## config.mk

```make
export PLATFORM = sky130hd
export DESIGN_NAME = output_port_b
export DESIGN_NICKNAME = d
export VERILOG_FILES = /design/src/port_b_pkg.sv /design/src/port_clock_gen.sv /design/src/output_port_b.sv
export SDC_FILE = /design/constraint.sdc
export NUM_CORES = 1
export LEC_CHECK = 0
export BUFFER_PORTS_ARGS = -buffer_cell sky130_fd_sc_hd__buf_2
export CAP_MARGIN = 20
export CELL_PAD_IN_SITES_DETAIL_PLACEMENT = 1
export CELL_PAD_IN_SITES_GLOBAL_PLACEMENT = 1
export CORE_ASPECT_RATIO = 1.1
export CORE_MARGIN = 1.5
export CORE_UTILIZATION = 35
export CTS_BUF_LIST = sky130_fd_sc_hd__clkbuf_4
export DETAILED_ROUTE_END_ITERATION = 16
export PLACE_DENSITY = 0.91
export SYNTH_ARGS = -nofsm -noshare
export SYNTH_HDL_FRONTEND = slang
export SYNTH_HIERARCHICAL = 1
export SYNTH_SLANG_ARGS = --single-unit
```

## constraint.sdc

```tcl
create_clock -name clk -period 2.3 [get_ports clk]
set_input_delay 0.115 -clock clk [delete_from_list [all_inputs] [get_ports clk]]
set_output_delay 0.115 -clock clk [all_outputs]
set_load 0.05 [all_outputs]
```

## src/port_b_pkg.sv

```systemverilog
// Package: register map, field layout and timing constants for output port B
package port_b_pkg;

	// ----------------------------------------------------------------
	// Register offsets and widths
	// ----------------------------------------------------------------
	localparam logic [7:0] parallel_out_b_control_addr = 8'h1C;
	localparam logic [7:0] link_out_b_control_addr     = 8'h1D;
	localparam logic [7:0] port_clock_control_addr     = 8'h1E;
	localparam logic [5:0] parallel_out_b_reset        = 6'h00;
	localparam logic [7:0] link_out_b_reset            = 8'h00;
	localparam logic [2:0] port_clock_reset            = 3'h0;

	// ----------------------------------------------------------------
	// Field positions
	// ----------------------------------------------------------------
	localparam int par_src_bit   = 0;
	localparam int par_sel_lo    = 1;
	localparam int par_fmt_bit   = 5;
	localparam int link_src_bit  = 0;
	localparam int link_mode_bit = 1;
	localparam int link_rssi_bit = 2;
	localparam int link_dly_lo   = 3;
	localparam int link_en_bit   = 7;
	localparam int pclk_int_bit  = 0;
	localparam int pclk_div_lo   = 1;

	// ----------------------------------------------------------------
	// Sources and timing
	// ----------------------------------------------------------------
	localparam logic [2:0] src_loop_a  = 3'h4;
	localparam logic [2:0] src_loop_b  = 3'h5;
	localparam logic [3:0] link_dly_min = 4'h6;
	localparam logic [3:0] link_iq_len  = 4'h4;
	localparam logic [3:0] link_rec_len = 4'h8;

	typedef struct packed {
		logic [15:0] i;
		logic [15:0] q;
		logic [15:0] gain;
	} sample_t;

	typedef struct packed {
		logic [15:0] data;
		logic [2:0]  chan;
		logic        iq;
		logic        valid;
	} par_word_t;

endpackage

```

## src/port_clock_gen.sv

```systemverilog
// Port clock tick generator: internal divider or external pin edge
`timescale 1ns/1ps
`default_nettype none
module port_clock_gen import port_b_pkg::*; (
	input  wire logic       clk,      // Device clock
	input  wire logic       sys_rst,  // Synchronous reset, active high
	input  wire logic       int_sel,  // 1: derive port clock internally
	input  wire logic [1:0] div_code, // 00 /1, 01 /2, 10 /4, 11 /8
	input  wire logic       pclk_in,  // Port clock pin input
	output logic            tick,     // One-cycle port clock enable
	output logic            pclk_out, // Port clock pin output
	output logic            pclk_oe   // High while driving the pin
);
	logic [2:0] div_cnt;
	logic [2:0] div_max;
	logic       pclk_in_q;

	assign div_max = 3'((4'h1 << div_code) - 4'h1);

	// ----------------------------------------------------------------
	// Divider
	// ----------------------------------------------------------------
	always_ff @(posedge clk) begin
		if (sys_rst || !int_sel || div_cnt >= div_max) begin
			div_cnt <= 3'h0;
		end else begin
			div_cnt <= div_cnt + 3'h1;
		end
	end

	always_ff @(posedge clk) begin
		if (sys_rst) begin
			pclk_in_q <= 1'b0;
			tick      <= 1'b0;
			pclk_out  <= 1'b0;
			pclk_oe   <= 1'b0;
		end else begin
			pclk_in_q <= pclk_in;
			pclk_oe   <= int_sel;
			if (int_sel) begin
				tick <= (div_cnt >= div_max);
				// Pin shows one edge per tick; divide-by-1 limited to clk/2
				if (div_cnt >= div_max) begin
					pclk_out <= ~pclk_out;
				end
			end else begin
				tick     <= pclk_in && !pclk_in_q;
				pclk_out <= 1'b0;
			end
		end
	end

	property p_div_spacing;
		@(posedge clk) disable iff (sys_rst)
		(int_sel && $stable(int_sel) && $stable(div_code) && div_code == 2'h1
			&& tick) |=> !tick ##1 (tick || !int_sel || $changed(div_code));
	endproperty
	a_div_spacing: assert property (p_div_spacing)
		else $error("port clock divide by two spacing wrong");
endmodule
`default_nettype wire

```

## src/output_port_b.sv

```systemverilog
// Output port B: parallel and link output paths with port clock control
// Notes on behaviour
// - link enable bit clear disables link port; data goes out the parallel port.
// - parallel bit 0 selects channel data or gain loop data as source.
// - gain mode: bit 1 admits loop A, bit 2 admits loop B on parallel.
// - channel mode: bits 1 to 4 enable channels 0 to 3 on parallel port.
// - words leave in trigger arrival order, tagged with the source channel.
// - format bit clear: I then Q as 16-bit words, IQ flag marks I.
// - format bit set: 8-bit I and Q together, IQ flags held high.
// - link bit 0 selects channel data or gain loop data for the link.
// - link channel mode: bit 1 set cycles channels 0-3, clear alternates 0,1.
// - link gain mode bit 1 set sends loop B IQ plus gain words.
// - link bit 0 set with bit 1 clear alternates loops A and B; bit 2 drops gain.
// - gain word is zero padded to four bytes to fill quad-words.
// - link channel mode ignores the gain word bit.
// - link bits 6-3 set delay from receiver ready to first byte.
// - start delay never below six port clock cycles.
// - port clock bit 0 set derives port clock internally and drives pin.
// - port clock bits 2:1 divide device clock by 1, 2, 4 or 8.
`timescale 1ns/1ps
`default_nettype none
module output_port_b import port_b_pkg::*; (
	input  wire logic            clk,          // Device clock, 10 MHz
	input  wire logic            sys_rst,      // Synchronous reset
	input  wire logic [7:0]      reg_addr,     // Internal register address
	input  wire logic [7:0]      reg_wdata,    // Write data
	input  wire logic            reg_wr,       // Write strobe
	input  wire logic            reg_rd,       // Read strobe
	output logic [7:0]           reg_rdata,    // Read data, next cycle
	input  wire logic [3:0]      chan_valid,   // Channel filter output triggers
	input  wire sample_t [3:0]   chan_sample,  // Channel IQ samples
	input  wire logic [1:0]      loop_valid,   // Gain loop A/B triggers
	input  wire sample_t [1:0]   loop_sample,  // Gain loop IQ and gain
	output logic                 src_busy,     // Holding word occupied
	output par_word_t            par_out,      // Parallel port B word
	input  wire logic            link_ready,   // Receiver data ready
	output logic [7:0]           link_data,    // Link byte
	output logic                 link_valid,   // Link byte strobe
	input  wire logic            pclk_in,      // Port clock pin input
	output logic                 pclk_out,     // Port clock pin output
	output logic                 pclk_oe       // Port clock pin enable
);
	// ----------------------------------------------------------------
	// Registers
	// ----------------------------------------------------------------
	logic [5:0] parallel_out_b_control;
	logic [7:0] link_out_b_control;
	logic [2:0] port_clock_control;

	always_ff @(posedge clk) begin
		if (sys_rst) begin
			parallel_out_b_control <= parallel_out_b_reset;
			link_out_b_control     <= link_out_b_reset;
			port_clock_control     <= port_clock_reset;
		end else if (reg_wr) begin
			case (reg_addr)
				parallel_out_b_control_addr: begin
					parallel_out_b_control <= reg_wdata[5:0];
				end
				link_out_b_control_addr: begin
					link_out_b_control <= reg_wdata;
				end
				port_clock_control_addr: begin
					port_clock_control <= reg_wdata[2:0];
				end
				default: begin
				end
			endcase
		end
	end

	always_ff @(posedge clk) begin
		if (sys_rst) begin
			reg_rdata <= 8'h00;
		end else if (reg_rd) begin
			case (reg_addr)
				parallel_out_b_control_addr: begin
					reg_rdata <= {2'h0, parallel_out_b_control};
				end
				link_out_b_control_addr: begin
					reg_rdata <= link_out_b_control;
				end
				port_clock_control_addr: begin
					reg_rdata <= {5'h00, port_clock_control};
				end
				default: begin
					reg_rdata <= 8'h00;
				end
			endcase
		end
	end

	// ----------------------------------------------------------------
	// Decoded controls
	// ----------------------------------------------------------------
	logic       link_en;
	logic       par_gain;
	logic       par_fmt8;
	logic       link_gain;
	logic       link_four;
	logic       link_words;
	logic [3:0] link_dly;
	logic       tick;

	assign link_en   = link_out_b_control[link_en_bit];
	assign par_gain  = parallel_out_b_control[par_src_bit];
	assign par_fmt8  = parallel_out_b_control[par_fmt_bit];
	assign link_gain = link_out_b_control[link_src_bit];
	assign link_four = link_out_b_control[link_mode_bit];
	// Gain words only exist in gain mode; the bit is moot otherwise
	assign link_words = link_gain
		&& !link_out_b_control[link_rssi_bit];
	// Short settings are raised so the receiver always gets its margin
	assign link_dly = (link_out_b_control[6:3] < link_dly_min)
		? link_dly_min : link_out_b_control[6:3];

	port_clock_gen u_pclk (
		.clk      (clk),
		.sys_rst  (sys_rst),
		.int_sel  (port_clock_control[pclk_int_bit]),
		.div_code (port_clock_control[pclk_div_lo +: 2]),
		.pclk_in  (pclk_in),
		.tick     (tick),
		.pclk_out (pclk_out),
		.pclk_oe  (pclk_oe)
	);

	// ----------------------------------------------------------------
	// Source admission
	// ----------------------------------------------------------------
	logic [1:0] link_ptr;
	logic [5:0] enable_mask;
	logic [5:0] trig;
	logic [5:0] take;
	logic [2:0] take_idx;
	sample_t    take_sample;
	sample_t    held;
	logic [2:0] held_src;
	logic       held_full;
	logic       release_word;

	assign trig = {loop_valid, chan_valid};

	always_comb begin
		enable_mask = 6'h00;
		if (!link_en) begin
			if (par_gain) begin
				enable_mask = {parallel_out_b_control[2],
					parallel_out_b_control[1], 4'h0};
			end else begin
				enable_mask = {2'h0, parallel_out_b_control[4:1]};
			end
		end else if (!link_gain) begin
			enable_mask = 6'(6'h01 << link_ptr);
		end else if (link_four) begin
			enable_mask = 6'h20;
		end else begin
			enable_mask = link_ptr[0] ? 6'h20 : 6'h10;
		end
	end

	// One word is held at a time; a trigger arriving while busy is lost
	// unless the source waits on src_busy
	always_comb begin
		take        = trig & enable_mask & {6{!held_full}};
		take_idx    = 3'h0;
		take_sample = chan_sample[0];
		for (int k = 5; k >= 0; k--) begin
			if (take[k]) begin
				take_idx    = 3'(k);
				take_sample = (k >= 4) ? loop_sample[k[0]] : chan_sample[k[1:0]];
			end
		end
	end

	always_ff @(posedge clk) begin
		if (sys_rst) begin
			held_full <= 1'b0;
			held_src  <= 3'h0;
			held      <= '0;
		end else if (!held_full && take != 6'h00) begin
			held_full <= 1'b1;
			held_src  <= take_idx;
			held      <= take_sample;
		end else if (release_word) begin
			held_full <= 1'b0;
		end
	end

	always_ff @(posedge clk) begin
		if (sys_rst) begin
			src_busy <= 1'b0;
		end else begin
			src_busy <= held_full;
		end
	end

	// ----------------------------------------------------------------
	// Parallel path
	// ----------------------------------------------------------------
	logic par_phase;
	logic par_done;

	assign par_done = !link_en && held_full && tick && (par_fmt8 || par_phase);

	always_ff @(posedge clk) begin
		if (sys_rst) begin
			par_out   <= '0;
			par_phase <= 1'b0;
		end else if (link_en) begin
			par_out   <= '0;
			par_phase <= 1'b0;
		end else if (held_full && tick) begin
			par_out.valid <= 1'b1;
			par_out.chan  <= held_src;
			if (par_fmt8) begin
				par_out.data <= {held.i[15:8], held.q[15:8]};
				par_out.iq   <= 1'b1;
			end else begin
				par_out.data <= par_phase ? held.q : held.i;
				par_out.iq   <= !par_phase;
				par_phase    <= !par_phase;
			end
		end else begin
			par_out.valid <= 1'b0;
		end
	end

	// ----------------------------------------------------------------
	// Link path
	// ----------------------------------------------------------------
	typedef enum logic [2:0] {
		link_idle  = 3'b001,
		link_delay = 3'b010,
		link_send  = 3'b100
	} link_state_t;

	link_state_t link_state;
	logic [3:0]  dly_cnt;
	logic [3:0]  byte_idx;
	logic [3:0]  rec_len;
	logic [7:0]  rec_bytes [8];
	logic        link_done;

	assign rec_len = link_words ? link_rec_len : link_iq_len;
	assign rec_bytes[0] = held.i[15:8];
	assign rec_bytes[1] = held.i[7:0];
	assign rec_bytes[2] = held.q[15:8];
	assign rec_bytes[3] = held.q[7:0];
	assign rec_bytes[4] = held.gain[15:8];
	assign rec_bytes[5] = held.gain[7:0];
	assign rec_bytes[6] = 8'h00;
	assign rec_bytes[7] = 8'h00;
	assign link_done = link_state == link_send && tick
		&& byte_idx == rec_len - 4'h1;
	assign release_word = par_done || link_done;

	always_ff @(posedge clk) begin
		if (sys_rst) begin
			link_state <= link_idle;
			dly_cnt    <= 4'h0;
			byte_idx   <= 4'h0;
			link_data  <= 8'h00;
			link_valid <= 1'b0;
		end else begin
			link_valid <= 1'b0;
			case (link_state)
				link_idle: begin
					if (link_en && held_full && link_ready) begin
						link_state <= link_delay;
						dly_cnt    <= link_dly;
					end
				end
				link_delay: begin
					if (tick) begin
						if (dly_cnt == 4'h1) begin
							link_state <= link_send;
							byte_idx   <= 4'h0;
						end else begin
							dly_cnt <= dly_cnt - 4'h1;
						end
					end
				end
				link_send: begin
					if (tick) begin
						link_valid <= 1'b1;
						link_data  <= rec_bytes[byte_idx[2:0]];
						byte_idx   <= byte_idx + 4'h1;
						if (link_done) begin
							link_state <= link_idle;
						end
					end
				end
				default: begin
					link_state <= link_idle;
				end
			endcase
		end
	end

	// Channel and loop sequencing pointer
	always_ff @(posedge clk) begin
		if (sys_rst || !link_en) begin
			link_ptr <= 2'h0;
		end else if (link_done) begin
			if (!link_gain && !link_four) begin
				link_ptr <= {1'b0, ~link_ptr[0]};
			end else begin
				link_ptr <= link_ptr + 2'h1;
			end
		end
	end

	// ----------------------------------------------------------------
	// Checks
	// ----------------------------------------------------------------
	logic [4:0] dly_ticks;

	always_ff @(posedge clk) begin
		if (sys_rst || link_state != link_delay) begin
			dly_ticks <= 5'h00;
		end else if (tick) begin
			dly_ticks <= dly_ticks + 5'h01;
		end
	end

	property p_par_quiet;
		@(posedge clk) disable iff (sys_rst)
		link_en |=> !par_out.valid;
	endproperty
	a_par_quiet: assert property (p_par_quiet)
		else $error("parallel port active while link enabled");

	property p_fmt8_iq;
		@(posedge clk) disable iff (sys_rst)
		(!link_en && par_fmt8 && held_full && tick) |=>
			(par_out.valid && par_out.iq);
	endproperty
	a_fmt8_iq: assert property (p_fmt8_iq)
		else $error("eight-bit format without IQ high");

	property p_fmt16_order;
		@(posedge clk) disable iff (sys_rst)
		(!link_en && !par_fmt8 && par_out.valid && par_out.iq && held_full
			&& tick && $stable(parallel_out_b_control))
			|=> (par_out.valid && !par_out.iq);
	endproperty
	a_fmt16_order: assert property (p_fmt16_order)
		else $error("Q word does not follow I word");

	property p_par_src;
		@(posedge clk) disable iff (sys_rst)
		(!link_en && !held_full && take != 6'h00 && par_gain) |=>
			(held_src == src_loop_a || held_src == src_loop_b);
	endproperty
	a_par_src: assert property (p_par_src)
		else $error("channel word admitted in gain mode");

	property p_min_delay;
		@(posedge clk) disable iff (sys_rst)
		(link_state == link_delay && tick && dly_cnt == 4'h1) |->
			(dly_ticks >= 5'(link_dly_min) - 5'h01);
	endproperty
	a_min_delay: assert property (p_min_delay)
		else $error("link start delay below six ticks");

	property p_pad_zero;
		@(posedge clk) disable iff (sys_rst)
		(link_state == link_send && tick && byte_idx >= 4'h6) |=>
			(link_valid && link_data == 8'h00);
	endproperty
	a_pad_zero: assert property (p_pad_zero)
		else $error("gain word padding not zero");

	property p_chan_len;
		@(posedge clk) disable iff (sys_rst)
		(link_state == link_send && !link_gain) |-> byte_idx < link_iq_len;
	endproperty
	a_chan_len: assert property (p_chan_len)
		else $error("channel record longer than four bytes");

	property p_pclk_oe;
		@(posedge clk) disable iff (sys_rst)
		$rose(port_clock_control[pclk_int_bit]) |=> pclk_oe;
	endproperty
	a_pclk_oe: assert property (p_pclk_oe)
		else $error("port clock pin not driven in internal mode");

	property p_two_chan;
		@(posedge clk) disable iff (sys_rst)
		(link_en && !link_gain && !link_four && held_full
			&& $rose(held_full)) |-> held_src[2:1] == 2'h0;
	endproperty
	a_two_chan: assert property (p_two_chan)
		else $error("two-channel link mode admitted channel 2 or 3");
endmodule
`default_nettype wire

```

==> results of run 1 <==
metrics by stage:
stage	area, µm²	instances	util	setup TNS (ps)
after CTS	13500	1891	0.585	0
after detailed placement	10500	1593	0.457	-439
after global placement	10500	1593	0.457	0
after floorplan	8250	992	-	0
cell families after synthesis:
group,count (synthesis)
flops,129
simple gates,336
mux,99
compound gates,300
buf+inv,113
xor+xnor,4
fa+ha+maj,11
timing repair:
action | in CTS
hold buffers | 260
setup buffers | 5
cloned | 1
pin swaps | 1
endpoints found under the setup margin | 47
hold endpoints to repair | 75
gates resized for setup | 2
layer usage:
layer | global-route usage | GRT overflow
met1 | 0.779 | 5
met5 | 0.329 | 0
met2 | 0.926 | 62
met4 | 0.838 | 56
met3 | 0.639 | 0
==> impl_metrics.csv, run 1 <==
group,metric,value,unit
clock_network,cts_made_buffers,17,
placement,hpwl,28800,µm
synth,syn_nets,1319,
synth,synth-edff-count,0,
outcome,haltStage,"5_1_grt",
synth,ys_seq_area_frac,0.313,
synth,synth_compound_area_frac,0.284,
synth,synth_area_leaders,"dfxtp_1, o221ai_1, mux2i_1",
synth,synthMuxAreaShare,0.134,
floorplanning,ios,357,
grt,track_usage,0.786,
grt,grt-ovfl-total,123,
grt,antenna_found_initial,41,
outcome,status,"stopped before the end",
synth,synth_top_cell_area_share,0.313,
clock_network,max-clock-path-buffers,2,
synth,postSynthAreaPerCell,8.31,µm²
clock_network,htreeDepth,4,
floorplanning,num_rows,58,
clock_network,cts_root_buffer,"clkbuf_4",
synth,yosys-top-cells-count,"nor2_1, dfxtp_1, nand2_1, o221ai_1, mux2i_1",
synth,ys_warn_count,6,
placement,preCtsSetupSlack,-49.8,ps
synth,synth_top_family_by_area,"compound AO/OA/AOI/OAI gates",
sta,worst-ep-kind,"register input",
placement,place_congestion,0.913,
synth,synth_seq_cells,129,
synth,ys_types,65,
synth,synth_fa_ha_area_frac,0.0167,
synth,yosysTopAreaCell,"dfxtp_1",
synth,async_flop_share,0,
clock_network,cts.sinks,129,
synth,synth_area,0.00825,mm²
floorplanning,fp.dieH,164,µm
synth,syn_inst,992,
floorplanning,start_util,0.358,
grt,grt_max_degree,50,
synth,synthSimpleGateAreaFrac,0.186,
placement,portBuffers,356,
synth,synth_flop_cell,"dfxtp_1",
synth,synthXorXnorAreaFrac,0.00425,
synth,synth_most_common_cell,"nor2_1",
sta,crit_endpoint,"held[40]$_SDFFE_PP0P_/D",
floorplanning,die_x,149,µm
outcome,first-error,"[ERROR GRT-0232] Routing congestion too high. Check the congestion heatmap in the GUI.",
==> run 2, diff against run 1 <==
CELL_PAD_IN_SITES_DETAIL_PLACEMENT = unset   (was 1)
CELL_PAD_IN_SITES_GLOBAL_PLACEMENT = unset   (was 1)
CORE_ASPECT_RATIO = unset   (was 1.1)
CORE_UTILIZATION = 30   (was 35)
CTS_BUF_LIST = unset   (was sky130_fd_sc_hd__clkbuf_4)
PLACE_DENSITY = unset   (was 0.91)
PLACE_DENSITY_LB_ADDON = 0.15   (was unset)
==> impl_metrics.csv, run 2 <==
group,metric,value,unit
outcome,status,"completed",
detailed_routing,first_pass_iters,14,
floorplanning,core,0.0270,mm²
layout,top_regs,"held x48, par_out x21",
run,drv_cap,0,
grt,antenna_found_initial,9,
synth,synth_most_common_cell,"nor2_1",
clock_network,cts_made_buffers,17,
detailed_routing,vias,9741,
placement,hpwl,28800,µm
floorplanning,fp.dieArea,0.0285,mm²
floorplanning,ios,357,
synth,synth_top_cell_area_share,0.313,
synth,ys_types,65,
layout,fin_nets,1677,
sta,fin_ws,126,ps
clock_network,clk_latency,430,ps
floorplanning,fp.dieH,169,µm
sta,slew_headroom,0.599,
synth,synth_area_leaders,"dfxtp_1, o221ai_1, mux2i_1",
hold_path,hp-class,"input pin to flop",
grt,track_usage,0.264,
sta,rsz0062_at_grt,"no",
clock_network,cts_root_buffer,"clkbuf_16",
clock_network,cts_tree,"built",
synth,yosys-top-cells-count,"nor2_1, dfxtp_1, nand2_1, o221ai_1, mux2i_1",
floorplanning,num_rows,60,
setup_path,critPathArrivalTime,2470,ps
detailed_routing,drtIter0Drc,1047,
floorplanning,start_util,0.306,
clock_network,cts.sinks,129,
grt,grtUsageMet1,0.336,
layout,drive_above_1_share,0.367,
synth,ys_warn_count,6,
sta,slew_viol_final,0,
sta,setup_viol,0,
clock_network,cts.clk_slew.worst_paths,60,ps
detailed_routing,wl_per_cell,22.6,µm
sta,tightestPinTransition,601,ps
layout,top_register,"held",
grt,grt_pass1_wl,56800,µm
synth,ys_seq_area_frac,0.313,
setup_path,path_class,"flop to flop",
detailed_routing,ant_nets,0,
synth,synth_area,0.00825,mm²
sta,hold_viol_final,0,
synth,async_flop_share,0,
layout,final_common_cell,"buf_2",
sta,fin_crit_sh,0.945,
clock_network,max-clock-path-buffers,2,
clock_network,htreeDepth,4,
synth,yosysTopAreaCell,"dfxtp_1",
setup_path,cp-end-kind,"flop",
synth,postSynthAreaPerCell,8.31,µm²
layout,syn_to_final_growth,40.4,%
setup_path,start_kind,"flop",
sta,fmax,0.460,GHz
sta,worst_clock_skew,14.5,ps
setup_path,crit_fanout,15,
grt,grt_max_degree,59,
grt,grt_pass1_vias,9425,
layout,finalNonFillerCells,1712,
floorplanning,die_x,169,µm
layout,layout_common_cells,"buf_2, nor2_1, dfxtp_1",
grt,grt-busiest-layer,"met2",
synth,synth_seq_cells,129,
grt,grt-ovfl-total,0,
grt,grtUsageMet2,0.451,
power_and_ir_drop,ir_worst_vdd,0.425,mV
setup_path,required,2600,ps
synth,syn_nets,1319,
placement,preCtsSetupSlack,60.5,ps
grt,met3_usage,0.0407,
layout,largest_register_ffs,48,
synth,synth_flop_cell,"dfxtp_1",
detailed_routing,via_per_inst,5.69,
synth,syn_inst,992,
detailed_routing,routed_wl,38600,µm
detailed_routing,route.detailed.drc,0,
power_and_ir_drop,power_leakage,4.76,nW
placement,place_congestion,0.880,
synth,synth-edff-count,0,
sta,fin_crit,2170,ps
placement,portBuffers,356,
power_and_ir_drop,p_per_area,501,mW/mm²
placement,dpl.cell_count,1652,
-- run 2: path summary, 6_finish.rpt --
check | cells past startpoint | to | slack, ps | startpoint
hold / removal | 3 | held[9] | 20 | chan_sample[57]
setup reg to reg | 8 | held[24] | 130 | link_ptr[0]
hold reg to reg | 2 | par_out[3] | 450 | par_out[3]
setup / recovery | 8 | held[24] | 130 | link_ptr[0]
-- run 2: per-layer routing --
metal	share of wire	routed length, µm
met1	0.41	15900
met2	0.49	19100
met3	0.067	2590
met4	0.028	1060
met5	0	0
-- run 2: layout make-up --
| class | count | area (µm²) |
|---|---|---|
| flip-flops and latches | 129 | 2580 |
| diodes | 8 | 20.0 |
| fillers | 2746 | 15400 |
| inverters | 14 | 52.6 |
| multi-input cells | 750 | 5230 |
| clock inverters | 10 | 156 |
| well taps | 341 | 427 |
| clock buffers | 22 | 464 |
| repair buffers | 438 | 2650 |
-- run 2: kinds of logic after synthesis --
| group | synth area share |
|---|---|
| XOR/XNOR | 0.00425 |
| AO/OA/AOI/OAI | 0.284 |
| multiplexers | 0.134 |
| buffers and inverters | 0.0617 |
| flip-flops | 0.313 |
| adder cells (fa/ha/maj) | 0.0167 |
| AND/OR/NAND/NOR | 0.186 |
-- run 2: critical path, cell delays in order (launching register included) --
cell	delay, ps
dfxtp_1	330
buf_4	140
ha_1	240
a31oi_4	370
nor4_4	80
buf_4	170
clkbuf_16	180
a222oi_1	400
a31oi_1	130
-- run 2: repair_timing --
action | CTS | global route
setup endpoints to repair | 0 | 47
hold endpoints to repair | 22 | 0
hold buffers | 15 | 0
setup buffers | 0 | 4
resized for setup | 0 | 5
-- run 2: through the flow --
| step | hold WS [ps] | area, µm² | util | setup TNS [ps] | total power, mW |
|---|---|---|---|---|---|
| 2_1_floorplan | 198 | 8250 | - | 0 | 2.49 |
| 3_3_place_gp | 380 | 10700 | 0.396 | -1870 | 2.90 |
| 6_report | 15.1 | 11600 | 0.430 | 0 | 5.80 |
| 3_5_place_dp | 379 | 10700 | 0.397 | 0 | 2.89 |
| 5_1_grt | 19.0 | 11600 | 0.430 | 0 | 5.98 |
| 4_1_cts | 0.676 | 11500 | 0.426 | 0 | 5.84 |
-- run 2: report_power, final --
group / switching [mW] / internal, mW / total (mW) / leakage, nW
Combinational: 0.300 / 0.302 / 0.602 / 3.41
Sequential: 0.0169 / 2.25 / 2.27 / 1.04
Clock: 1.06 / 1.87 / 2.93 / 0.304
Total: 1.38 / 4.42 / 5.80 / 4.76
Power figures use the tool's default switching activity.
